`src/mbst_defines.vh`:
```
// Constants for the memory boundary-scan test port: codes, sizes, cell positions and identity fields.
`ifndef MBST_DEFINES_VH
`define MBST_DEFINES_VH

// ----------------------------------------------------------------
// Register sizes
// ----------------------------------------------------------------
`define MBST_IR_W 8
`define MBST_BSR_W 113
`define MBST_ID_W 32

// ----------------------------------------------------------------
// Instruction codes
// ----------------------------------------------------------------
`define MBST_OP_EXTEST 8'h00
`define MBST_OP_IDCODE 8'h21
`define MBST_OP_SAMPLE 8'h05
`define MBST_OP_CLAMP 8'h07
`define MBST_OP_HIGHZ 8'h03
`define MBST_OP_BYPASS 8'hFF
// Value loaded by capture-IR; the two low bits are the fixed 01 pattern.
`define MBST_IR_CAPTURE 8'h01

// ----------------------------------------------------------------
// Identification layout
// ----------------------------------------------------------------
`define MBST_ORG_X9 2'h0
`define MBST_ORG_X18 2'h1
`define MBST_ORG_X36 2'h2
`define MBST_DENS_288 3'h0
`define MBST_DENS_576 3'h1
`define MBST_IO_COMMON 1'h0
`define MBST_IO_SEPARATE 1'h1
`define MBST_ID_PRESENT 1'h1

// ----------------------------------------------------------------
// Named scan positions, numbered from 1 at the output end
// ----------------------------------------------------------------
`define MBST_POS_WDCLK 1
`define MBST_POS_WDCLK_N 2
`define MBST_POS_CS_N 3
`define MBST_POS_REF_N 4
`define MBST_POS_WE_N 5
`define MBST_POS_ADDR_17 6
`define MBST_POS_ADDR_16 7
`define MBST_POS_ADDR_18 8
`define MBST_POS_ADDR_15 9
`define MBST_POS_RDCLK_UP 18
`define MBST_POS_RDCLK_UP_N 19

// Do-not-use cells per organisation, bit n-1 stands for position n.
`define MBST_UNUSED_X9 113'hC_C7FF_FE00
`define MBST_UNUSED_X18 113'hC_C199_9800
`define MBST_UNUSED_X36 113'h0

`endif

```
`src/mbst_pin_sync.v`:
```
// Two-stage synchroniser for a group of levels arriving from outside the clock domain.
`timescale 1ns/1ps
`default_nettype none

module mbst_pin_sync #(
  parameter W = 1
) (
  input wire ref_clk_i,
  input wire reset_n_i,
  input wire [W-1:0] async_i,
  output reg [W-1:0] sync_o
);

  reg [W-1:0] meta;

  // The first stage feeds only the second stage, never any logic.
  always @(posedge ref_clk_i) begin
    if (!reset_n_i) begin
      meta <= {W{1'b0}};
      sync_o <= {W{1'b0}};
    end else begin
      meta <= async_i;
      sync_o <= meta;
    end
  end

endmodule // mbst_pin_sync

`default_nettype wire

```
`src/mbst_tap.v`:
```
// Boundary-scan test port of the memory device: instruction decode, data registers and ring control.
`timescale 1ns/1ps
`default_nettype none
`include "mbst_defines.vh"

module mbst_tap #(
  parameter [1:0] ORG = `MBST_ORG_X36,
  parameter [1:0] DIE_REV = 2'h0,
  parameter [2:0] DENSITY = `MBST_DENS_576,
  parameter [0:0] IO_TYPE = `MBST_IO_COMMON,
  // Identity fields below are arbitrary neutral values.
  parameter [1:0] FAMILY_CODE = 2'h2,
  parameter [7:0] PART_CODE = 8'h5A,
  parameter [10:0] VENDOR_CODE = 11'h2A5
) (
  input wire ref_clk_i,
  input wire reset_n_i,
  input wire tck_i,
  input wire tms_i,
  input wire tdi_i,
  output reg tdo_o,
  output wire tdo_oe_n_o,
  input wire write_data_clock_i,
  input wire write_data_clock_n_i,
  input wire chip_select_n_i,
  input wire refresh_n_i,
  input wire write_enable_n_i,
  input wire address_in_17_i,
  input wire address_in_16_i,
  input wire address_in_18_i,
  input wire address_in_15_i,
  input wire [`MBST_BSR_W-1:0] ring_in_i,
  output reg [`MBST_BSR_W-1:0] ring_drive_o,
  output reg ring_from_scan_o,
  output reg outputs_hiz_o,
  output reg [`MBST_IR_W-1:0] instruction_o
);

  // ----------------------------------------------------------------
  // Pin synchronisation and test clock edges
  // ----------------------------------------------------------------

  wire [2:0] jtag_sync;
  wire [`MBST_BSR_W-1:0] ring_sync;
  wire [8:0] named_sync;
  reg tck_last;
  wire tck_rise;
  wire tck_fall;

  // The test clock is sampled like any other pin; its edges become enables.
  mbst_pin_sync #(
    .W(3)
  ) u_jtag_sync (
    .ref_clk_i(ref_clk_i),
    .reset_n_i(reset_n_i),
    .async_i({tck_i, tms_i, tdi_i}),
    .sync_o(jtag_sync)
  );

  // The ring moves on the memory clock, so it is synchronised before capture.
  mbst_pin_sync #(
    .W(`MBST_BSR_W)
  ) u_ring_sync (
    .ref_clk_i(ref_clk_i),
    .reset_n_i(reset_n_i),
    .async_i(ring_in_i),
    .sync_o(ring_sync)
  );

  mbst_pin_sync #(
    .W(9)
  ) u_named_sync (
    .ref_clk_i(ref_clk_i),
    .reset_n_i(reset_n_i),
    .async_i({address_in_15_i, address_in_18_i, address_in_16_i, address_in_17_i, write_enable_n_i,
              refresh_n_i, chip_select_n_i, write_data_clock_n_i, write_data_clock_i}),
    .sync_o(named_sync)
  );

  // Edge detection reads only the second synchroniser stage and its delayed copy.
  always @(posedge ref_clk_i) begin
    if (!reset_n_i) begin
      tck_last <= 1'b0;
    end else begin
      tck_last <= jtag_sync[2];
    end
  end

  assign tck_rise = jtag_sync[2] & ~tck_last;
  assign tck_fall = ~jtag_sync[2] & tck_last;

  // ----------------------------------------------------------------
  // Controller
  // ----------------------------------------------------------------

  wire st_tlr;
  wire st_cap_dr;
  wire st_sh_dr;
  wire st_upd_dr;
  wire st_cap_ir;
  wire st_sh_ir;
  wire st_upd_ir;

  mbst_tap_fsm u_fsm (
    .ref_clk_i(ref_clk_i),
    .reset_n_i(reset_n_i),
    .step_i(tck_rise),
    .tms_i(jtag_sync[1]),
    .test_reset_o(st_tlr),
    .capture_dr_o(st_cap_dr),
    .shift_dr_o(st_sh_dr),
    .update_dr_o(st_upd_dr),
    .capture_ir_o(st_cap_ir),
    .shift_ir_o(st_sh_ir),
    .update_ir_o(st_upd_ir)
  );

  // ----------------------------------------------------------------
  // Instruction register and decode
  // ----------------------------------------------------------------

  reg [`MBST_IR_W-1:0] ir_shift;
  reg sel_bsr;
  reg sel_id;
  reg next_from_scan;
  reg next_hiz;

  // Shift stage captures 01 in its low bits; the live code follows at update.
  always @(posedge ref_clk_i) begin
    if (!reset_n_i) begin
      ir_shift <= `MBST_IR_CAPTURE;
      instruction_o <= `MBST_OP_IDCODE;
    end else if (tck_rise) begin
      if (st_tlr) begin
        instruction_o <= `MBST_OP_IDCODE;
      end else if (st_cap_ir) begin
        ir_shift <= `MBST_IR_CAPTURE;
      end else if (st_sh_ir) begin
        ir_shift <= {jtag_sync[0], ir_shift[`MBST_IR_W-1:1]};
      end else if (st_upd_ir) begin
        instruction_o <= ir_shift;
      end
    end
  end

  // Reserved codes are not expected; they fall to the bypass path as the safe choice.
  always @* begin
    sel_bsr = 1'b0;
    sel_id = 1'b0;
    next_from_scan = 1'b0;
    next_hiz = 1'b0;
    case (instruction_o)
      `MBST_OP_EXTEST: sel_bsr = 1'b1;
      `MBST_OP_SAMPLE: sel_bsr = 1'b1;
      `MBST_OP_IDCODE: sel_id = 1'b1;
      `MBST_OP_CLAMP: next_from_scan = 1'b1;
      `MBST_OP_HIGHZ: next_hiz = 1'b1;
      `MBST_OP_BYPASS: sel_bsr = 1'b0;
      default: sel_bsr = 1'b0;
    endcase
  end

  // ----------------------------------------------------------------
  // Identification value
  // ----------------------------------------------------------------

  wire [15:0] device_field;
  wire [`MBST_ID_W-1:0] id_value;

  // Device field keeps the family, I/O type and density bits in fixed places.
  assign device_field = {2'h0, FAMILY_CODE, IO_TYPE, DENSITY, PART_CODE};
  assign id_value = {DIE_REV, ORG, device_field, VENDOR_CODE, `MBST_ID_PRESENT};

  // ----------------------------------------------------------------
  // Boundary-scan capture image
  // ----------------------------------------------------------------

  wire [`MBST_BSR_W-1:0] unused_mask;
  reg [`MBST_BSR_W-1:0] ring_image;

  assign unused_mask = (ORG == `MBST_ORG_X9) ? `MBST_UNUSED_X9 :
                       (ORG == `MBST_ORG_X18) ? `MBST_UNUSED_X18 : `MBST_UNUSED_X36;

  // Fixed-function balls sit at the same cells in every organisation. Each
  // data ball brings its input and its drive on one and the same ring bit.
  always @* begin
    ring_image = ring_sync;
    ring_image[`MBST_POS_WDCLK-1] = named_sync[0];
    ring_image[`MBST_POS_WDCLK_N-1] = named_sync[1];
    ring_image[`MBST_POS_CS_N-1] = named_sync[2];
    ring_image[`MBST_POS_REF_N-1] = named_sync[3];
    ring_image[`MBST_POS_WE_N-1] = named_sync[4];
    ring_image[`MBST_POS_ADDR_17-1] = named_sync[5];
    ring_image[`MBST_POS_ADDR_16-1] = named_sync[6];
    ring_image[`MBST_POS_ADDR_18-1] = named_sync[7];
    ring_image[`MBST_POS_ADDR_15-1] = named_sync[8];
    // Unused cells stay in the chain but capture a steady low.
    ring_image = ring_image & ~unused_mask;
  end

  // ----------------------------------------------------------------
  // Data registers
  // ----------------------------------------------------------------

  reg [`MBST_BSR_W-1:0] bsr_shift;
  reg [`MBST_BSR_W-1:0] bsr_hold;
  reg [`MBST_ID_W-1:0] id_shift;
  reg bypass_bit;

  // Only the selected register captures and shifts, so the others keep their content.
  always @(posedge ref_clk_i) begin
    if (!reset_n_i) begin
      bsr_shift <= {`MBST_BSR_W{1'b0}};
      bsr_hold <= {`MBST_BSR_W{1'b0}};
      id_shift <= {`MBST_ID_W{1'b0}};
      bypass_bit <= 1'b0;
    end else if (tck_rise) begin
      if (st_cap_dr) begin
        if (sel_bsr) begin
          bsr_shift <= ring_image;
        end else if (sel_id) begin
          id_shift <= id_value;
        end else begin
          bypass_bit <= 1'b0;
        end
      end else if (st_sh_dr) begin
        if (sel_bsr) begin
          bsr_shift <= {jtag_sync[0], bsr_shift[`MBST_BSR_W-1:1]};
        end else if (sel_id) begin
          id_shift <= {jtag_sync[0], id_shift[`MBST_ID_W-1:1]};
        end else begin
          bypass_bit <= jtag_sync[0];
        end
      end else if (st_upd_dr && sel_bsr) begin
        bsr_hold <= bsr_shift;
      end
    end
  end

  // ----------------------------------------------------------------
  // Serial output
  // ----------------------------------------------------------------

  reg shifting;
  reg next_tdo;

  // Pick the least significant bit of the register that sits on the path.
  always @* begin
    if (st_sh_ir) begin
      next_tdo = ir_shift[0];
    end else if (sel_bsr) begin
      next_tdo = bsr_shift[0];
    end else if (sel_id) begin
      next_tdo = id_shift[0];
    end else begin
      next_tdo = bypass_bit;
    end
  end

  // Output changes on the falling test clock edge so the controller samples a settled bit.
  always @(posedge ref_clk_i) begin
    if (!reset_n_i) begin
      tdo_o <= 1'b0;
      shifting <= 1'b0;
    end else if (tck_fall) begin
      tdo_o <= next_tdo;
      shifting <= st_sh_dr | st_sh_ir;
    end
  end

  // The data-out ball is driven only while a register is shifting.
  assign tdo_oe_n_o = ~shifting;

  // ----------------------------------------------------------------
  // Ring control
  // ----------------------------------------------------------------

  // Ring controls are registered; normal operation is untouched outside clamp and high-Z.
  always @(posedge ref_clk_i) begin
    if (!reset_n_i) begin
      ring_drive_o <= {`MBST_BSR_W{1'b0}};
      ring_from_scan_o <= 1'b0;
      outputs_hiz_o <= 1'b0;
    end else begin
      ring_drive_o <= bsr_hold & ~unused_mask;
      ring_from_scan_o <= next_from_scan;
      outputs_hiz_o <= next_hiz;
    end
  end

endmodule // mbst_tap

`default_nettype wire

```
`src/mbst_tap_fsm.v`:
```
// Test access port controller state machine, advanced once per test clock rising edge.
`timescale 1ns/1ps
`default_nettype none

module mbst_tap_fsm (
  input wire ref_clk_i,
  input wire reset_n_i,
  input wire step_i,
  input wire tms_i,
  output wire test_reset_o,
  output wire capture_dr_o,
  output wire shift_dr_o,
  output wire update_dr_o,
  output wire capture_ir_o,
  output wire shift_ir_o,
  output wire update_ir_o
);

  localparam [15:0] S_TLR = 16'h0001;
  localparam [15:0] S_IDLE = 16'h0002;
  localparam [15:0] S_SEL_DR = 16'h0004;
  localparam [15:0] S_CAP_DR = 16'h0008;
  localparam [15:0] S_SH_DR = 16'h0010;
  localparam [15:0] S_EX1_DR = 16'h0020;
  localparam [15:0] S_PAU_DR = 16'h0040;
  localparam [15:0] S_EX2_DR = 16'h0080;
  localparam [15:0] S_UPD_DR = 16'h0100;
  localparam [15:0] S_SEL_IR = 16'h0200;
  localparam [15:0] S_CAP_IR = 16'h0400;
  localparam [15:0] S_SH_IR = 16'h0800;
  localparam [15:0] S_EX1_IR = 16'h1000;
  localparam [15:0] S_PAU_IR = 16'h2000;
  localparam [15:0] S_EX2_IR = 16'h4000;
  localparam [15:0] S_UPD_IR = 16'h8000;

  reg [15:0] state;
  reg [15:0] next_state;

  // Standard transitions, chosen by the test mode select level.
  always @* begin
    case (state)
      S_TLR: next_state = tms_i ? S_TLR : S_IDLE;
      S_IDLE: next_state = tms_i ? S_SEL_DR : S_IDLE;
      S_SEL_DR: next_state = tms_i ? S_SEL_IR : S_CAP_DR;
      S_CAP_DR: next_state = tms_i ? S_EX1_DR : S_SH_DR;
      S_SH_DR: next_state = tms_i ? S_EX1_DR : S_SH_DR;
      S_EX1_DR: next_state = tms_i ? S_UPD_DR : S_PAU_DR;
      S_PAU_DR: next_state = tms_i ? S_EX2_DR : S_PAU_DR;
      S_EX2_DR: next_state = tms_i ? S_UPD_DR : S_SH_DR;
      S_UPD_DR: next_state = tms_i ? S_SEL_DR : S_IDLE;
      S_SEL_IR: next_state = tms_i ? S_TLR : S_CAP_IR;
      S_CAP_IR: next_state = tms_i ? S_EX1_IR : S_SH_IR;
      S_SH_IR: next_state = tms_i ? S_EX1_IR : S_SH_IR;
      S_EX1_IR: next_state = tms_i ? S_UPD_IR : S_PAU_IR;
      S_PAU_IR: next_state = tms_i ? S_EX2_IR : S_PAU_IR;
      S_EX2_IR: next_state = tms_i ? S_UPD_IR : S_SH_IR;
      S_UPD_IR: next_state = tms_i ? S_SEL_DR : S_IDLE;
      default: next_state = S_TLR;
    endcase
  end

  // The state only moves on a test clock rising edge.
  always @(posedge ref_clk_i) begin
    if (!reset_n_i) begin
      state <= S_TLR;
    end else if (step_i) begin
      state <= next_state;
    end
  end

  assign test_reset_o = state[0];
  assign capture_dr_o = state[3];
  assign shift_dr_o = state[4];
  assign update_dr_o = state[8];
  assign capture_ir_o = state[10];
  assign shift_ir_o = state[11];
  assign update_ir_o = state[15];

endmodule // mbst_tap_fsm

`default_nettype wire

```
`config.mk`:
```
export PLATFORM = sky130hd
export DESIGN_NAME = mbst_tap
export DESIGN_NICKNAME = d
export VERILOG_FILES = /design/src/mbst_pin_sync.v /design/src/mbst_tap.v /design/src/mbst_tap_fsm.v
export VERILOG_INCLUDE_DIRS = /design/src
export SDC_FILE = /design/constraint.sdc
export NUM_CORES = 1
export LEC_CHECK = 0
export ABC_AREA = 1
export BUFFER_PORTS_ARGS = -buffer_cell sky130_fd_sc_hd__buf_2
export CORE_ASPECT_RATIO = 0.75
export CORE_MARGIN = 2
export CORE_UTILIZATION = 26
export DETAILED_ROUTE_END_ITERATION = 8
export SYNTH_ARGS = -nofsm -noshare
export SYNTH_HDL_FRONTEND = slang
export SYNTH_SLANG_ARGS = --single-unit
```
`constraint.sdc`:
```
create_clock -name ref_clk_i -period 2.1 [get_ports ref_clk_i]
set_input_delay 0.105 -clock ref_clk_i [delete_from_list [all_inputs] [get_ports ref_clk_i]]
set_output_delay 0.105 -clock ref_clk_i [all_outputs]
set_load 0.01 [all_outputs]
```
* Word level (Yosys, flattened, before mapping)
Cells that the tools add are included. Widths: inputs -> output; s select.
Operators by class: eq/ne operators 30, multiplexer cells 42, bitwise gates (word level) 9, reductions and logical operators 15
Operator list (number):
- $mux 113 | 4
- $mux 32 | 6
- $pmux 16 s12 | 1
- $mux 8 | 7
- $mux 16 | 2
- $ne 2x2->1 const B | 10
- $mux 9 | 2
- $eq 16x1->1 const B | 1
- $eq 16x10->1 const B | 1
- $eq 16x11->1 const B | 1
- $eq 16x12->1 const B | 1
- $eq 16x13->1 const B | 1
- $eq 16x14->1 const B | 1
- $eq 16x15->1 const B | 1
- $eq 16x16->1 const B | 1
- $eq 16x2->1 const B | 1
- $eq 16x3->1 const B | 1
- $eq 16x4->1 const B | 1
- $eq 16x5->1 const B | 1
- $eq 16x6->1 const B | 1
- $eq 16x7->1 const B | 1
- $eq 16x8->1 const B | 1
- $eq 16x9->1 const B | 1
- $eq 8x3->1 const B | 2
- 21 further kinds | 46
Word-level totals: register bits 659, bits of input ports 127, output and inout port bits 125, word-level logic and storage cells 115

* Logic depth before layout (Yosys ltp)
depth in word-level cells 6, depth in mapped cells 11

* Cells and area by module
Synthesis repeated with hierarchy kept, for this count alone.
Unflattened totals: cells, all modules 2627, area total of the unflattened synthesis 22504.1 um2
By module, submodules not included:
- mbst_tap | instances 1, cells an instance 1688, area each 14338.8 um2, sequential area each 7867.5 um2
- mbst_pin_sync at u_ring_sync | instances 1, cells an instance 703, area each 6429.9 um2, sequential area each 4524.3 um2
- mbst_tap_fsm | instances 1, cells an instance 162, area each 1041.0 um2, sequential area each 320.3 um2
- mbst_pin_sync at u_named_sync | instances 1, cells an instance 56, area each 529.3 um2, sequential area each 360.3 um2
- mbst_pin_sync at u_jtag_sync | instances 1, cells an instance 18, area each 165.2 um2, sequential area each 120.1 um2

* Worst setup path after synthesis
Ideal clock, no wire load.
path type register to register, from register instruction_o[2], to register bsr_shift[10], data arrival time 1473 ps, data required time 1981 ps, path slack 508 ps, stages on the path, launching flop included 8, buffers on the path 2, cells stage by stage dfxtp_1 > nand2_1 > o21ai_2 > nand2_2 > nor3_4 > buf_4 > buf_4 > a21oi_1
On the way: longest elaborated chain between the ends 5
Ends and longest elaborated chain:
- start, declared | line mbst_tap.v:36 | output reg [`MBST_IR_W-1:0] instruction_o
- start signal, assigned | line mbst_tap.v:132 | instruction_o <= `MBST_OP_IDCODE;
- start signal, assigned | line mbst_tap.v:135 | instruction_o <= `MBST_OP_IDCODE;
- start signal, assigned | line mbst_tap.v:141 | instruction_o <= ir_shift;
- $eq 8x3->1 / $logic_not 8->1 (equally long branches) | line mbst_tap.v:152 | case (instruction_o)
- $reduce_or 2->1 (no line) (*)
- $mux 1 (*) | line mbst_tap.v:152
- $ne 2x2->1 (no line)
- $reduce_and 4->1 (no line) (*)
- end signal, assigned | line mbst_tap.v:213 | bsr_shift <= {`MBST_BSR_W{1'b0}};
- end signal, assigned | line mbst_tap.v:220 | bsr_shift <= ring_image;
- end signal, assigned | line mbst_tap.v:228 | bsr_shift <= {jtag_sync[0], bsr_shift[`MBST_BSR_W-1:1]};
- end, declared | line mbst_tap.v:205 | reg [`MBST_BSR_W-1:0] bsr_shift;
Every way passes the cells marked *; elsewhere a longest branch is shown, timed or not. A chain may end at the register's enable or synchronous reset.

* Final worst setup path
from register instruction_o[7], to register bsr_shift[98]
Same word-level chain as after synthesis.

==> run metrics <==
status complete, no violations; CP Class reg2reg; initial antenna violation count 4; sequential share of the synthesized area 0.598; DP Area 23900 um^2; worst min path class in2reg; synthesized area per cell 8.50 um^2; leakage 13.3 nW; Unique masters post-synth 33; WP data arrival 2.50 ns; routed wire length 52100 um; total gr overflow 0; Multi-input gate area 6550 um^2; Final Cycle Share 0.938; worst slew pin tran 0.668 ns; CP Cell Sequence nor2_1, nand2_1, nor2_4, nand2_2, nor3_4, clkbuf_16, buf_12, o21ai_1, a21oi_2; CTS tree yes; share of cells above drive strength 1 0.148; CP max stage delay 0.32 ns; minimum clock period 1.97 ns; Max Slew Vio Count 0; most common cell after layout, fill and taps aside dfxtp_1; Finished Core Util 0.335; Port Buf Inserts 242; # fillers 8495; share of flip-flops with an asynchronous set or reset 0; Via density 4.05; clock root cell clkbuf_16; IO Pins 252; Syn Inst Count 2527; DRT iter0 DRCs 819; Cell Pwr Density 923 nW/um^2; Routed Antenna Nets 0; max cap viols 0; synthesized area 21500 um^2; area of the core 82000 um^2; Worst path slowest cell dfxtp_1; hpwl dp 31500 um; YS warnings 0; Synth Net Count 2654; Final Hold Fails 0; Core Rows 91; # DRC 0; Post-synth EDFFs 0; Reg area 12800 um^2; Die Y-Extent 253 um; drt first pass iters 5; Wirelength per Cell 13.1 um; Critical Path Source Type flop; total power 0.0254 W; die width 336 um; Bufs on Longest Clock Path 3; Max FO, Critical Path 36; H-tree Lvls 3; WP buf/inv 2; Clk Latency, worst-skew pair 0.61 ns; cts bufs inserted 67; Setup TNS 0 ns; #FFs+latches synth 641; P&R area growth vs syn 27.9%; via count 16.1k; largest net degree at the start of global routing 135; RePlAce Congestion 0.778; FMAX 508 MHz; crit end category flop; leading cell types in the layout, fill and taps excluded 639 x dfxtp_1, 469 x nand2_1, 385 x inv_1; largest cells by area after synthesis dfxtp_1 60%, nand2_1 8.2%, inv_1 6.7%; Synth area leader dfxtp_1; count of final setup violators 0; Initial Util 0.262; Layout Skew 0.0200 ns; Synth top area share 0.598; Worst EP required 2.63 ns; vias in the first global route 14.9k; CP delay by family, top simple AND/OR/NAND/NOR gates; Slew headroom 0.555; Clock Sinks 641; Die Area 84900 um^2; global-route wire length before repair 79600 um; most common flop cell mapped by yosys dfxtp_1; VDD IR max 0.624 mV; Post-Layout Inst Area 27500 um^2; Tot GR Track Use 0.117; nets@finish 2987; clk slew on worst S/H paths 0.06 ns
## worst min-delay path, cell delays in order
cell           delay, ns
dlygate4sd3_1       0.52
buf_2               0.09
nand2_1             0.04
inv_1               0.04
## stage by stage
step / cells / hold WS (ns) / setup WS (ns)
final: 3983 / 0.215 / 0.130
after global routing: 3982 / 0.202 / -0.0319
after floorplan: 2527 / 0.203 / 0.508
after detailed placement: 3734 / 0.289 / 0.149
after CTS: 3974 / 0.154 / 0.113
after global placement: 3734 / 0.289 / 0.153
## synthesized netlist by cell type (3+ instances only)
cell / number
nand2_1: 469
nor4_1: 3
mux2i_1: 112
buf_2: 22
clkbuf_2: 7
nand3_1: 22
a21oi_1: 118
nor3_1: 17
nor2_1: 300
buf_4: 6
nand4_1: 4
inv_1: 385
dfxtp_1: 641
clkbuf_1: 99
a21oi_2: 28
o21ai_0: 237
o21ai_1: 30
buf_6: 7
## layout make-up
cell class	instances	share of cell area
clock inverters	26	0.0114
diodes	4	0.000364
clock buffers	93	0.0709
inverters	388	0.0531
well taps	1069	0.0487
multi-input cells	1355	0.238
repair buffers	407	0.110
flip-flops and latches	641	0.467
## sequential cells by signal, summed over array words and instances, names as in the netlist, 16 cells and up
name,flops
bsr_hold,113
bsr_shift,113
ring_drive_o,113
u_ring_sync.meta,104
u_ring_sync.sync_o,104
id_shift,32
u_fsm.state,16
## cells by family (layout without fill, tap and decap cells)
kind of cell / count (synthesis) / in the layout / share of synthesized area
flops: 641 / 641 / 0.598
other cells: 0 / 4 / 0
buf+inv: 531 / 914 / 0.0980
simple gates: 822 / 822 / 0.148
mux: 112 / 112 / 0.0522
compound gates: 421 / 421 / 0.104
## path summary, 6_finish.rpt
check                       start                     end  slack [ns]  cells past startpoint
max              instruction_o[7]           bsr_shift[98]        0.13                      9
min                         tdi_i     u_jtag_sync.meta[0]        0.22                      4
max reg2reg      instruction_o[7]           bsr_shift[98]        0.13                      9
min reg2reg  u_named_sync.meta[1]  u_named_sync.sync_o[1]        0.41                      2
## power breakdown
group | switching, W | internal, W
registers | 0.0000676 | 0.0124
clock network | 0.00496 | 0.00717
logic | 0.000422 | 0.000369
## repair_timing
action                                  4_1_cts  5_1_grt
endpoints found under the hold margin       147        0
buffers inserted                              0        2
hold buffers                                121        0
endpoints found under the setup margin        0       38
resized for setup                             0        6
## layer usage
metal | routed length [um] | GRT usage | up-vias
met1 | 27000 | 0.167 | 7410
met5 | 0 | 0 | -
li1 | - | - | 8452
met4 | 1220 | 0.0395 | 0
met3 | 1820 | 0.0243 | 85
met2 | 22000 | 0.173 | 197
(Power assumes the default switching activity.)
